**src/design/mcidec_pkg.sv**
```systemverilog
package mcidec_pkg;
	localparam int ADDR_W = 8;
	localparam int PC_W = 15;
	localparam int PTR_W = 16;
	// ************************
	// Register byte offsets
	// ************************
	localparam logic [7:0] OFF_INSTR = 8'h00;
	localparam logic [7:0] OFF_ACC = 8'h04;
	localparam logic [7:0] OFF_STATUS = 8'h08;
	localparam logic [7:0] OFF_PTR0 = 8'h0C;
	localparam logic [7:0] OFF_PTR1 = 8'h10;
	localparam logic [7:0] OFF_PC = 8'h14;
	localparam logic [7:0] OFF_CONFIG = 8'h18;
	localparam logic [7:0] OFF_MEM_ADDR = 8'h1C;
	localparam logic [7:0] OFF_MEM_DATA = 8'h20;
	localparam logic [7:0] OFF_CYCLES = 8'h24;
	localparam logic [7:0] OFF_DIR_BASE = 8'h40;
	localparam int ST_BUSY = 7;
	localparam logic [1:0] RESP_OKAY = 2'h0;
	localparam logic [1:0] RESP_SLVERR = 2'h2;
	// ************************
	// Reset values and cycle counts
	// ************************
	localparam logic [7:0] RST_ACC = 8'h00;
	localparam logic [7:0] RST_CONFIG = 8'hFF;
	localparam logic [7:0] RST_DIR = 8'hFF;
	localparam logic [PC_W-1:0] RST_PC = 15'h0000;
	localparam logic [PTR_W-1:0] RST_PTR = 16'h0000;
	localparam logic [1:0] CYC_BASE = 2'h1;
	localparam logic [1:0] CYC_EXTRA = 2'h1;
	// ************************
	// Opcode patterns
	// ************************
	localparam logic [13:0] OPC_IDLE = 14'h0000;
	localparam logic [13:0] OPC_SWRESET = 14'h0001;
	localparam logic [13:0] OPC_RETURN = 14'h0008;
	localparam logic [13:0] OPC_INTEXIT = 14'h0009;
	localparam logic [13:0] OPC_ACC_INDEXED_INVOKE = 14'h000A;
	localparam logic [13:0] OPC_BRW = 14'h000B;
	localparam logic [13:0] OPC_CONFIG = 14'h0062;
	localparam logic [13:0] OPC_STANDBY = 14'h0063;
	localparam logic [13:0] OPC_KICK = 14'h0064;
	localparam logic [10:0] PFX_DIR = 11'h00C;
	localparam logic [9:0] PFX_IND_MOD = 10'h001;
	localparam logic [4:0] PFX_JREL = 5'h19;
	localparam logic [2:0] PFX_INVOKE = 3'h4;
	localparam logic [2:0] PFX_JABS = 3'h5;
	localparam logic [5:0] PFX_RETLIT = 6'h34;
	localparam logic [6:0] PFX_PADD = 7'h62;
	localparam logic [5:0] PFX_IND_IDX = 6'h3F;
	localparam logic [5:0] PFX_ANDLIT = 6'h39;
	localparam logic [5:0] PFX_ADDLIT = 6'h3E;
	localparam logic [5:0] PFX_ANDFILE = 6'h05;
	localparam logic [6:0] F_PORT1 = 7'h01;
	// Pointer update modifier: bit1 selects post, bit0 selects decrement
	localparam logic [1:0] MOD_PRE_INC = 2'h0;
	localparam logic [1:0] MOD_PRE_DEC = 2'h1;
	localparam logic [1:0] MOD_POST_INC = 2'h2;
	localparam logic [1:0] MOD_POST_DEC = 2'h3;
	typedef enum logic [4:0] {
		OP_IDLE = 5'b00000, OP_SWRESET = 5'b00001, OP_RETURN = 5'b00010,
		OP_INTEXIT = 5'b00011, OP_ACC_INDEXED_INVOKE = 5'b00100, OP_BRW = 5'b00101,
		OP_CONFIG = 5'b00110, OP_STANDBY = 5'b00111, OP_KICK = 5'b01000,
		OP_DIR = 5'b01001, OP_LOAD_MOD = 5'b01010, OP_STORE_MOD = 5'b01011,
		OP_JREL = 5'b01100, OP_INVOKE = 5'b01101, OP_JABS = 5'b01110,
		OP_RETLIT = 5'b01111, OP_PADD = 5'b10000, OP_LOAD_IDX = 5'b10001,
		OP_STORE_IDX = 5'b10010, OP_ANDLIT = 5'b10011, OP_ADDLIT = 5'b10100,
		OP_ANDFILE = 5'b10101
	} mcidec_op_t;
	typedef struct packed {
		logic gie;
		logic standby;
		logic timeout_flag;
		logic power_down_flag;
		logic z;
		logic dc;
		logic c;
	} mcidec_status_t;
	localparam mcidec_status_t RST_STATUS = '{gie: 1'b0, standby: 1'b0,
		timeout_flag: 1'b1, power_down_flag: 1'b1, z: 1'b0, dc: 1'b0, c: 1'b0};
endpackage

```
**src/design/mcidec_core.sv**
```systemverilog
`timescale 1ns/10ps
// Summary of operation
// - Program counter change costs two cycles, second one idle.
// - Indirect port access with pointer top bit set adds one cycle.
// - Decode pc-relative jump (9-bit signed) and accumulator-relative jump.
// - Decode subroutine invoke, absolute jump, accumulator-indexed invoke; two cycles.
// - Interrupt exit pops return address in two cycles.
// - Plain return pops return address into program counter, two cycles.
// - Return with literal loads accumulator and returns, two cycles.
// - Watchdog kick clears watchdog, sets timeout and power-down flags.
// - Standby entry sets timeout flag, clears power-down flag, enters standby.
// - Software reset instruction resets core state, but not bus state, last instruction or cycle count.
// - Load-configuration copies accumulator into prescale configuration register.
// - Load-direction copies accumulator into selected direction register.
// - Pointer-add-literal selects pointer by n, one cycle, no status change.
// - Pointer-add-literal adds signed 6-bit field to full 16-bit pointer.
// - Pointer arithmetic wraps modulo 16 bits.
// - Indirect load with modifier updates accumulator, pointer and zero flag.
// - Indexed indirect load reads pointer plus offset, updates zero flag.
// - Indirect store with modifier writes accumulator, no status change.
// - Indexed indirect store writes accumulator at pointer plus offset.
// - And-literal updates accumulator and zero flag only.
// - Add-literal updates accumulator, carry, digit carry and zero.
// - And-with-file writes accumulator or file by d, zero flag only.
module mcidec_core #(
	parameter int DMEM_DEPTH = 128, // Data memory bytes
	parameter int STACK_DEPTH = 16 // Return stack entries
) (
	input wire logic aclk, // Clock
	input wire logic aresetn, // Synchronous reset, active low
	input wire logic [mcidec_pkg::ADDR_W-1:0] awaddr, // Write address
	input wire logic [2:0] awprot, // Unused protection
	input wire logic awvalid, // Write address valid
	output logic awready, // Write address ready
	input wire logic [31:0] wdata, // Write data
	input wire logic [3:0] wstrb, // Byte enables
	input wire logic wvalid, // Write data valid
	output logic wready, // Write data ready
	output logic [1:0] bresp, // Write response
	output logic bvalid, // Write response valid
	input wire logic bready, // Write response ready
	input wire logic [mcidec_pkg::ADDR_W-1:0] araddr, // Read address
	input wire logic [2:0] arprot, // Unused protection
	input wire logic arvalid, // Read address valid
	output logic arready, // Read address ready
	output logic [31:0] rdata, // Read data
	output logic [1:0] rresp, // Read response
	output logic rvalid, // Read data valid
	input wire logic rready, // Read data ready
	output logic wdt_clear, // Watchdog clear pulse
	output logic standby, // Standby mode level
	output logic soft_reset, // Software reset pulse
	output logic [7:0] config_out, // Timer prescale configuration
	output logic [63:0] dir_out // Eight pin direction registers
);
	localparam int MAW = $clog2(DMEM_DEPTH);
	localparam int SPW = $clog2(STACK_DEPTH);
	localparam int PW = mcidec_pkg::PTR_W;
	localparam int CW = mcidec_pkg::PC_W;

	initial begin
		if (DMEM_DEPTH < 128 || DMEM_DEPTH > 65536 || (1 << MAW) != DMEM_DEPTH)
			$error("DMEM_DEPTH must be a power of two from 128 to 65536");
		if (STACK_DEPTH < 2 || (1 << SPW) != STACK_DEPTH)
			$error("STACK_DEPTH must be a power of two of at least 2");
	end

	// ************************
	// State
	// ************************
	logic [7:0] acc, next_acc;
	mcidec_pkg::mcidec_status_t st, next_st;
	logic [PW-1:0] ptr0, ptr1, next_ptr0, next_ptr1;
	logic [CW-1:0] pc, next_pc;
	logic [SPW-1:0] sp, next_sp;
	logic [CW-1:0] stack [STACK_DEPTH];
	logic [7:0] mem [DMEM_DEPTH];
	logic [7:0] dir_reg [8];
	logic [PW-1:0] mem_addr, next_mem_addr;
	logic [13:0] last_ins;
	logic [1:0] busy_cnt, last_cyc, cyc;
	logic aw_rdy, ar_rdy, w_fire, r_fire, exec, w_ok;
	logic push, mem_we, cfg_we, dir_we, kick, stby, swrst, pc_chg, ind_extra;
	logic [CW-1:0] push_val;
	logic [PW-1:0] mem_wa, ea, ptr_cur, ptr_step;
	logic [7:0] mem_wd, mem_rd, rd_data_lo;
	logic [31:0] rd_data;
	logic rd_ok;
	logic [13:0] ins;
	mcidec_pkg::mcidec_op_t op;

	function automatic logic [31:0] strb_merge(input logic [31:0] old, input logic [31:0] nw,
			input logic [3:0] s);
		logic [31:0] r;
		r = old;
		for (int i = 0; i < 4; i++) begin
			if (s[i]) begin
				r[8*i +: 8] = nw[8*i +: 8];
			end
		end
		return r;
	endfunction

	function automatic mcidec_pkg::mcidec_op_t op_decode(input logic [13:0] i);
		mcidec_pkg::mcidec_op_t o;
		o = mcidec_pkg::OP_IDLE;
		if (i == mcidec_pkg::OPC_SWRESET) o = mcidec_pkg::OP_SWRESET;
		else if (i == mcidec_pkg::OPC_RETURN) o = mcidec_pkg::OP_RETURN;
		else if (i == mcidec_pkg::OPC_INTEXIT) o = mcidec_pkg::OP_INTEXIT;
		else if (i == mcidec_pkg::OPC_ACC_INDEXED_INVOKE) o = mcidec_pkg::OP_ACC_INDEXED_INVOKE;
		else if (i == mcidec_pkg::OPC_BRW) o = mcidec_pkg::OP_BRW;
		else if (i == mcidec_pkg::OPC_CONFIG) o = mcidec_pkg::OP_CONFIG;
		else if (i == mcidec_pkg::OPC_STANDBY) o = mcidec_pkg::OP_STANDBY;
		else if (i == mcidec_pkg::OPC_KICK) o = mcidec_pkg::OP_KICK;
		else if (i[13:3] == mcidec_pkg::PFX_DIR) o = mcidec_pkg::OP_DIR;
		else if (i[13:4] == mcidec_pkg::PFX_IND_MOD)
			o = i[3] ? mcidec_pkg::OP_STORE_MOD : mcidec_pkg::OP_LOAD_MOD;
		else if (i[13:9] == mcidec_pkg::PFX_JREL) o = mcidec_pkg::OP_JREL;
		else if (i[13:11] == mcidec_pkg::PFX_INVOKE) o = mcidec_pkg::OP_INVOKE;
		else if (i[13:11] == mcidec_pkg::PFX_JABS) o = mcidec_pkg::OP_JABS;
		else if (i[13:8] == mcidec_pkg::PFX_RETLIT) o = mcidec_pkg::OP_RETLIT;
		else if (i[13:7] == mcidec_pkg::PFX_PADD) o = mcidec_pkg::OP_PADD;
		else if (i[13:8] == mcidec_pkg::PFX_IND_IDX)
			o = i[7] ? mcidec_pkg::OP_STORE_IDX : mcidec_pkg::OP_LOAD_IDX;
		else if (i[13:8] == mcidec_pkg::PFX_ANDLIT) o = mcidec_pkg::OP_ANDLIT;
		else if (i[13:8] == mcidec_pkg::PFX_ADDLIT) o = mcidec_pkg::OP_ADDLIT;
		else if (i[13:8] == mcidec_pkg::PFX_ANDFILE) o = mcidec_pkg::OP_ANDFILE;
		return o;
	endfunction

	// ************************
	// Bus slave
	// ************************
	// A new instruction is refused until the previous one has used its cycles
	assign w_fire = aw_rdy && awvalid && wvalid;
	assign r_fire = ar_rdy && arvalid;
	assign exec = w_fire && awaddr == mcidec_pkg::OFF_INSTR;
	assign awready = aw_rdy;
	assign wready = aw_rdy;
	assign arready = ar_rdy;

	always_comb begin
		unique case (awaddr)
			mcidec_pkg::OFF_INSTR, mcidec_pkg::OFF_ACC, mcidec_pkg::OFF_STATUS,
			mcidec_pkg::OFF_PTR0, mcidec_pkg::OFF_PTR1, mcidec_pkg::OFF_PC,
			mcidec_pkg::OFF_MEM_ADDR, mcidec_pkg::OFF_MEM_DATA: w_ok = 1'b1;
			default: w_ok = 1'b0;
		endcase
	end

	always_ff @(posedge aclk) begin
		if (!aresetn) begin
			aw_rdy <= 1'b0;
			bvalid <= 1'b0;
			bresp <= mcidec_pkg::RESP_OKAY;
		end else begin
			aw_rdy <= !aw_rdy && awvalid && wvalid && !bvalid && busy_cnt == 2'h0;
			if (w_fire) begin
				bvalid <= 1'b1;
				bresp <= w_ok ? mcidec_pkg::RESP_OKAY : mcidec_pkg::RESP_SLVERR;
			end else if (bready) begin
				bvalid <= 1'b0;
			end
		end
	end

	always_comb begin
		rd_ok = 1'b1;
		rd_data = 32'h0000_0000;
		if (araddr[7:5] == mcidec_pkg::OFF_DIR_BASE[7:5] && araddr[1:0] == 2'h0) begin
			rd_data = {24'h000000, dir_reg[araddr[4:2]]};
		end else begin
			unique case (araddr)
				mcidec_pkg::OFF_INSTR: rd_data = {18'h00000, last_ins};
				mcidec_pkg::OFF_ACC: rd_data = {24'h000000, acc};
				mcidec_pkg::OFF_STATUS: rd_data = {24'h000000, busy_cnt != 2'h0, st};
				mcidec_pkg::OFF_PTR0: rd_data = {16'h0000, ptr0};
				mcidec_pkg::OFF_PTR1: rd_data = {16'h0000, ptr1};
				mcidec_pkg::OFF_PC: rd_data = {17'h00000, pc};
				mcidec_pkg::OFF_CONFIG: rd_data = {24'h000000, config_out};
				mcidec_pkg::OFF_MEM_ADDR: rd_data = {16'h0000, mem_addr};
				mcidec_pkg::OFF_MEM_DATA: rd_data = {24'h000000, rd_data_lo};
				mcidec_pkg::OFF_CYCLES: rd_data = {30'h00000000, last_cyc};
				default: rd_ok = 1'b0;
			endcase
		end
	end
	assign rd_data_lo = mem[mem_addr[MAW-1:0]];

	always_ff @(posedge aclk) begin
		if (!aresetn) begin
			ar_rdy <= 1'b0;
			rvalid <= 1'b0;
			rdata <= 32'h0000_0000;
			rresp <= mcidec_pkg::RESP_OKAY;
		end else begin
			ar_rdy <= !ar_rdy && arvalid && !rvalid;
			if (r_fire) begin
				rvalid <= 1'b1;
				rdata <= rd_data;
				rresp <= rd_ok ? mcidec_pkg::RESP_OKAY : mcidec_pkg::RESP_SLVERR;
			end else if (rready) begin
				rvalid <= 1'b0;
			end
		end
	end

	// ************************
	// Effective address
	// ************************
	assign ins = wdata[13:0];
	assign op = op_decode(ins);

	always_comb begin
		ind_extra = 1'b0;
		ptr_cur = ptr0;
		ea = ptr0;
		unique case (op)
			mcidec_pkg::OP_LOAD_MOD, mcidec_pkg::OP_STORE_MOD: begin
				ptr_cur = ins[2] ? ptr1 : ptr0;
				ea = ins[1] ? ptr_cur : ptr_step;
				ind_extra = ptr_cur[PW-1];
			end
			mcidec_pkg::OP_LOAD_IDX, mcidec_pkg::OP_STORE_IDX, mcidec_pkg::OP_PADD: begin
				ptr_cur = ins[6] ? ptr1 : ptr0;
				ea = ptr_cur + {{10{ins[5]}}, ins[5:0]};
				ind_extra = ptr_cur[PW-1] && op != mcidec_pkg::OP_PADD;
			end
			mcidec_pkg::OP_ANDFILE: begin
				ptr_cur = ins[0] ? ptr1 : ptr0;
				// Addresses 0 and 1 are the indirect access ports
				if (ins[6:0] <= mcidec_pkg::F_PORT1) begin
					ea = ptr_cur;
					ind_extra = ptr_cur[PW-1];
				end else begin
					ea = {9'h000, ins[6:0]};
				end
			end
			default: ea = ptr0;
		endcase
	end
	// Modifier bit0 picks decrement, wrapping in 16 bits
	assign ptr_step = ins[0] ? ptr_cur - 16'h0001 : ptr_cur + 16'h0001;
	assign mem_rd = mem[ea[MAW-1:0]];

	// ************************
	// Execute
	// ************************
	always_comb begin
		logic [8:0] sum;
		logic [4:0] hsum;
		logic [7:0] res;
		sum = {1'b0, acc} + {1'b0, ins[7:0]};
		hsum = {1'b0, acc[3:0]} + {1'b0, ins[3:0]};
		res = acc & mem_rd;
		next_acc = acc;
		next_st = st;
		next_ptr0 = ptr0;
		next_ptr1 = ptr1;
		next_pc = pc + 15'h0001;
		next_sp = sp;
		next_mem_addr = mem_addr;
		push = 1'b0;
		push_val = pc + 15'h0001;
		mem_we = 1'b0;
		mem_wa = ea;
		mem_wd = acc;
		cfg_we = 1'b0;
		dir_we = 1'b0;
		kick = 1'b0;
		stby = 1'b0;
		swrst = 1'b0;
		pc_chg = 1'b0;
		if (exec) begin
			next_st.standby = 1'b0;
			unique case (op)
				mcidec_pkg::OP_JREL: begin
					next_pc = pc + 15'h0001 + {{6{ins[8]}}, ins[8:0]};
					pc_chg = 1'b1;
				end
				mcidec_pkg::OP_BRW: begin
					next_pc = pc + 15'h0001 + {7'h00, acc};
					pc_chg = 1'b1;
				end
				mcidec_pkg::OP_INVOKE, mcidec_pkg::OP_JABS: begin
					next_pc = {pc[14:11], ins[10:0]};
					push = op == mcidec_pkg::OP_INVOKE;
					pc_chg = 1'b1;
				end
				mcidec_pkg::OP_ACC_INDEXED_INVOKE: begin
					next_pc = {pc[14:8], acc};
					push = 1'b1;
					pc_chg = 1'b1;
				end
				mcidec_pkg::OP_RETURN, mcidec_pkg::OP_INTEXIT, mcidec_pkg::OP_RETLIT: begin
					next_sp = sp - 1'b1;
					next_pc = stack[next_sp];
					pc_chg = 1'b1;
					if (op == mcidec_pkg::OP_INTEXIT) next_st.gie = 1'b1;
					if (op == mcidec_pkg::OP_RETLIT) next_acc = ins[7:0];
				end
				mcidec_pkg::OP_KICK: begin
					kick = 1'b1;
					next_st.timeout_flag = 1'b1;
					next_st.power_down_flag = 1'b1;
				end
				mcidec_pkg::OP_STANDBY: begin
					stby = 1'b1;
					next_st.standby = 1'b1;
					next_st.timeout_flag = 1'b1;
					next_st.power_down_flag = 1'b0;
				end
				mcidec_pkg::OP_SWRESET: swrst = 1'b1;
				mcidec_pkg::OP_CONFIG: cfg_we = 1'b1;
				mcidec_pkg::OP_DIR: dir_we = 1'b1;
				mcidec_pkg::OP_PADD: begin
					if (ins[6]) next_ptr1 = ea;
					else next_ptr0 = ea;
				end
				mcidec_pkg::OP_LOAD_MOD, mcidec_pkg::OP_STORE_MOD: begin
					if (ins[2]) next_ptr1 = ptr_step;
					else next_ptr0 = ptr_step;
					if (op == mcidec_pkg::OP_LOAD_MOD) begin
						next_acc = mem_rd;
						next_st.z = mem_rd == 8'h00;
					end else begin
						mem_we = 1'b1;
					end
				end
				mcidec_pkg::OP_LOAD_IDX: begin
					next_acc = mem_rd;
					next_st.z = mem_rd == 8'h00;
				end
				mcidec_pkg::OP_STORE_IDX: mem_we = 1'b1;
				mcidec_pkg::OP_ANDLIT: begin
					next_acc = acc & ins[7:0];
					next_st.z = (acc & ins[7:0]) == 8'h00;
				end
				mcidec_pkg::OP_ADDLIT: begin
					next_acc = sum[7:0];
					next_st.c = sum[8];
					next_st.dc = hsum[4];
					next_st.z = sum[7:0] == 8'h00;
				end
				mcidec_pkg::OP_ANDFILE: begin
					mem_wd = res;
					mem_we = ins[7];
					if (!ins[7]) next_acc = res;
					next_st.z = res == 8'h00;
				end
				mcidec_pkg::OP_IDLE: next_acc = acc;
			endcase
		end else if (w_fire) begin
			next_pc = pc;
			unique case (awaddr)
				mcidec_pkg::OFF_ACC: next_acc = 8'(strb_merge({24'h0, acc}, wdata, wstrb));
				mcidec_pkg::OFF_STATUS: if (wstrb[0]) begin
					next_st.gie = wdata[6];
					next_st.z = wdata[2];
					next_st.dc = wdata[1];
					next_st.c = wdata[0];
				end
				mcidec_pkg::OFF_PTR0: next_ptr0 = 16'(strb_merge({16'h0, ptr0}, wdata, wstrb));
				mcidec_pkg::OFF_PTR1: next_ptr1 = 16'(strb_merge({16'h0, ptr1}, wdata, wstrb));
				mcidec_pkg::OFF_PC: next_pc = 15'(strb_merge({17'h0, pc}, wdata, wstrb));
				mcidec_pkg::OFF_MEM_ADDR:
					next_mem_addr = 16'(strb_merge({16'h0, mem_addr}, wdata, wstrb));
				mcidec_pkg::OFF_MEM_DATA: begin
					mem_we = wstrb[0];
					mem_wa = mem_addr;
					mem_wd = wdata[7:0];
				end
				default: next_pc = pc;
			endcase
		end else begin
			next_pc = pc;
		end
	end

	// The idle second cycle is modelled by holding off the next instruction
	assign cyc = mcidec_pkg::CYC_BASE + (pc_chg ? mcidec_pkg::CYC_EXTRA : 2'h0)
		+ (ind_extra ? mcidec_pkg::CYC_EXTRA : 2'h0);

	always_ff @(posedge aclk) begin
		if (!aresetn || swrst) begin
			acc <= mcidec_pkg::RST_ACC;
			st <= mcidec_pkg::RST_STATUS;
			ptr0 <= mcidec_pkg::RST_PTR;
			ptr1 <= mcidec_pkg::RST_PTR;
			pc <= mcidec_pkg::RST_PC;
			sp <= '0;
			mem_addr <= mcidec_pkg::RST_PTR;
			config_out <= mcidec_pkg::RST_CONFIG;
			standby <= 1'b0;
		end else begin
			acc <= next_acc;
			st <= next_st;
			ptr0 <= next_ptr0;
			ptr1 <= next_ptr1;
			pc <= next_pc;
			sp <= push ? sp + 1'b1 : next_sp;
			mem_addr <= next_mem_addr;
			if (cfg_we) config_out <= acc;
			standby <= next_st.standby;
		end
	end

	always_ff @(posedge aclk) begin
		if (!aresetn) begin
			busy_cnt <= 2'h0;
			last_cyc <= 2'h0;
			last_ins <= 14'h0000;
			wdt_clear <= 1'b0;
			soft_reset <= 1'b0;
		end else begin
			wdt_clear <= kick;
			soft_reset <= swrst;
			if (exec) begin
				busy_cnt <= cyc - 2'h1;
				last_cyc <= cyc;
				last_ins <= ins;
			end else if (busy_cnt != 2'h0) begin
				busy_cnt <= busy_cnt - 2'h1;
			end
		end
	end

	// No reset on storage arrays; contents are undefined until written
	always_ff @(posedge aclk) begin
		if (push) stack[sp] <= push_val;
		if (mem_we) mem[mem_wa[MAW-1:0]] <= mem_wd;
	end

	genvar gi;
	generate
		for (gi = 0; gi < 8; gi++) begin : g_dir
			always_ff @(posedge aclk) begin
				if (!aresetn || swrst) begin
					dir_reg[gi] <= mcidec_pkg::RST_DIR;
					dir_out[8*gi +: 8] <= mcidec_pkg::RST_DIR;
				end else if (dir_we && ins[2:0] == 3'(gi)) begin
					dir_reg[gi] <= acc;
					dir_out[8*gi +: 8] <= acc;
				end
			end
		end
	endgenerate
endmodule

```
**config.mk**
```make
export PLATFORM = sky130hd
export DESIGN_NAME = mcidec_core
export DESIGN_NICKNAME = d
export VERILOG_FILES = /design/src/design/mcidec_pkg.sv /design/src/design/mcidec_core.sv
export SDC_FILE = /design/constraint.sdc
export NUM_CORES = 2
export LEC_CHECK = 0
export BUFFER_PORTS_ARGS = -buffer_cell sky130_fd_sc_hd__buf_2
export CAP_MARGIN = 30
export CELL_PAD_IN_SITES_DETAIL_PLACEMENT = 0
export CELL_PAD_IN_SITES_GLOBAL_PLACEMENT = 1
export CORE_ASPECT_RATIO = 1.75
export CORE_MARGIN = 2
export CORE_UTILIZATION = 34
export DETAILED_ROUTE_END_ITERATION = 10
export HOLD_SLACK_MARGIN = 0.03
export PLACE_DENSITY_LB_ADDON = 0.1
export SLEW_MARGIN = 15
export SYNTH_ARGS = -nofsm -noshare
export SYNTH_HDL_FRONTEND = slang
export SYNTH_SLANG_ARGS = --single-unit
```
**constraint.sdc**
```tcl
create_clock -name aclk -period 15.6 [get_ports aclk]
set_input_delay 3.12 -clock aclk [delete_from_list [all_inputs] [get_ports aclk]]
set_output_delay 3.12 -clock aclk [all_outputs]
set_load 0.02 [all_outputs]
```
==> parameters.txt <==
Parameter                              Value

GRT
  Global-route total usage across every layer    between 20% and 30%
  Vias in the first global route    53,700
  Met2 capacity usage during global routing    about half
  Global-route layer with the greatest usage    met2
  Pin count of the biggest net entering global routing    ~130
  Met3 GRT Util    under 10%
  GR Layer Usage met1    between 20 and 30%
  First-pass GRT wire length    433 mm
  Initial antenna violation count    12
  Congestion Overflow GR    0

Yosys
  Post-synthesis area per instance    roughly 13 um2
  Number of enable-type register cells in the synthesized netlist    roughly 1,300
  Total standard cell area after synthesis    75,600 um2
  Post-synthesis async set-or-reset flop share    0%
  Ys flop type    edfxtp_1
  Area contributors post-synth    edfxtp_1 (53%), mux4_2 (12%), dfxtp_1 (5.4%), nand2_1 (4.1%), mux2i_1 (2.8%)
  Yosys Warn Count    0
  Cell count after synthesis    about 5,800
  Seq cells post-synth    around 1,500
  Cell taking the most area after synthesis    edfxtp_1
  Fraction of the yosys area taken by sequential cells    between 50% and 60%
  Number of library cell types mapped by synthesis    90
  Area share of the largest cell type after synthesis    approximately 53%

Setup path
  Worst endpoint data arrival time    around 13 ns
  Critical Path End Type    flip-flop
  Startpoint type of the worst setup path    input pin
  CP most frequent cell    buf_4
  Data required time at the worst endpoint    between 15 and 20 ns
  Worst path slowest cell    nand2_4
  Class of the most critical setup path    in2reg
  Delay of the slowest critical-path stage    ~0.93 ns
  Critical Path Fanout Max    between 60 and 70

Placement
  GPL Wtd Cong    ~0.9
  I/O Buffers    about 140
  Post-place instance area    roughly 81,000 um2
  Detailed Place HPWL    approximately 210 mm
  Setup Slack @ Placement    between 2 and 3 ns
  Inst Count DP    roughly 8,700

Route
  Count of TritonRoute iterations in the first routing pass    6
  Total via count in the routed design    53,500
  Routed wire length    approximately 310 mm
  Average routed wire per standard cell    35.0 um
  Post-detailed-route count of antenna-violating nets    0
  Count of routing violations after the opening detailed-route iteration    ~5,300
  Post-detailed-route DRC marker count    0
  Via/cell ratio    5.95

Finish
  Filler cell count    roughly 21,000
  Net count, final    roughly 6,100
  Relative area change from synthesis to final layout    14.3%
  Post-layout utilization of the core    38.9%
  Flip-flop count of the largest register after layout    1,024
  Layout cells sized above 1    roughly a fifth
  Post-layout instance count excluding filler cells    between 8,000 and 9,000
  Commonest cells after routing, fill and taps aside    edfxtp_1 (1,328), nand2_1 (815), mux4_2 (412)
  Register area    about 44,000 um2
  Commonest non-fill, non-tap cell in the layout    edfxtp_1
  Area occupied by multi-input gates    30,000 um2
  Cell area after layout    approximately 86,000 um2

Power and ir drop
  Final Total Pwr    around 8.6 mW
  Switching portion of total power    a little under a quarter
  PD cells    99.9 nW/um2
  Leakage power of the design    28.3 nW
  Largest voltage drop on the vdd net    roughly 0.068 mV
  Internal power summed over all cells    between 6 and 7 mW
  Switching component of the power    between 1.5 and 2 mW
  Combinational share of power    3.9%
  Part of the total power dissipated in sequential elements    just over 50%
  Fraction of power consumed by the clock network    between 40% and 50%

Clock network
  Count of cells resized by post-cts repair    0
  CTS clk-pin slew, worst paths    roughly 0.060 ns
  Cts hold-fix bufs    0
  Htree depth    4
  Maximum number of buffers from clock root to sink    4
  Clock latency of the later-clocked register in the worst-skew pair    between 0.8 and 0.9 ns
  Root Driver    clkbuf_16
  CTS tree    done
  Post CTS Setup Buffer Count    0
  Clock net sink count    between 1,500 and 2,000
  Number of buffers created by CTS    164

Timing
  Fin Setup TNS    0 ns
  Highest clock frequency the design can meet    81.2 MHz
  Total of endpoints with negative setup slack in the final report    0
  Time the worst path needs with I/O delays and setup    12.32 ns
  Final worst clock skew    about 0.043 ns
  Tightest Pin Transition    about 1.2 ns
  Final clock period utilization by the worst path    roughly 79%
  Number of max-slew violations in the final report    0
  Hold Worst Slack    about 0.43 ns
  Final Hold Vio Count    0
  RSZ-0062 raised after global routing    false
  Max-slew headroom    between 10% and 20%
  Least setup slack across all paths after layout    3.28 ns

Status
  Outcome    finished clean

Run
  Max capacitance violation total    0

Floorplan
  Placeable core area    about 220,000 um2
  Effective utilization at floorplan    34.1%
  Overall die width    360 um
  Chip Height    between 600 and 700 um
  Total Die Area    about 230,000 um2
  Count of standard-cell rows    about 230
  Number of I/O pins    between 150 and 200

Worst hold path
  Hold crit path type    reg2reg
==> cells in the mapped netlist (26+ instances only) <==
cell      count
buf_4        35
o21ai_0     142
a31oi_1      64
o211ai_1     39
inv_1        47
a311oi_1     50
mux2i_1     208
nand4_1      51
a22oi_1      46
ha_1         59
or2_2        26
edfxtp_1   1328
nand2_1     821
buf_2       109
xnor2_1      41
dfxtp_1     202
a21oi_1     218
a32oi_1      43
buf_1        82
a311o_1      38
a211oi_1     89
mux2_2       56
clkbuf_1    228
nand3_1     238
and3_1      112
o21a_1       52
nor2_1      340
o211a_1      31
nor2b_1      34
nand2b_1     66
mux4_2      412
nor3_1       60
a221oi_1     36
==> logic make-up after synthesis <==
group                    after synthesis  share of synthesized area (%)
AO/OA/AOI/OAI                       1083                           10.3
other                                  2                        0.00994
AND/OR/NAND/NOR                     1857                           11.2
XOR/XNOR                              51                          0.591
buffers and inverters                504                           2.87
adder cells (fa/ha/maj)               63                           1.08
flip-flops                          1530                           58.1
multiplexers                         676                           15.9
==> worst paths after layout <==
| path | startpoint | endpoint | slack, ns | depth (start not counted) |
|---|---|---|---|---|
| setup / recovery | wdata[8] | mem[45][1]$_DFFE_PP_ | 3.28 | 26 |
| hold reg to reg | dir_out[30]$_SDFFE_PP1P_ | dir_out[30]$_SDFFE_PP1P_ | 0.43 | 1 |
| setup reg to reg | ptr0[0]$_SDFFE_PP0P_ | mem[45][1]$_DFFE_PP_ | 6.50 | 24 |
| hold / removal | dir_out[30]$_SDFFE_PP1P_ | dir_out[30]$_SDFFE_PP1P_ | 0.43 | 1 |
==> power groups by stage <==
stage          registers (mW)  clock network (mW)  logic (mW)
3_5_place_dp             4.48                   0       0.331
6_report                 4.39                3.90       0.337
5_1_grt                  4.39                4.11       0.350
4_1_cts                  4.39                3.98       0.332
2_1_floorplan            4.48                   0       0.184
3_3_place_gp             4.48                   0       0.329
==> worst max-delay path: cells and delay by family <==
kind,cells,cell delay [ns]
compound gates,11,3.52
buf+inv,6,2.54
simple gates,5,2.21
mux,2,0.72
fa+ha+maj,1,0.34
xor+xnor,1,0.17
==> metal layers <==
layer	routed length, um	vias to the layer above
met3	14700	651
li1	-	23000
met2	165000	1945
met1	110000	27900
met4	25500	6
met5	40	-
==> area by class of cell <==
class                           instances  area share (%)
Antenna cell                            2         0.00580
Clock buffer                          207            5.12
Clock inverter                         78           0.843
Inverter                               49           0.214
Multi-Input combinational cell       3772            34.7
Sequential cell                      1530            50.9
Tap cell                             2887            4.18
Timing Repair Buffer                  469            3.99
No activity file was read; power rests on OpenSTA's default activity.
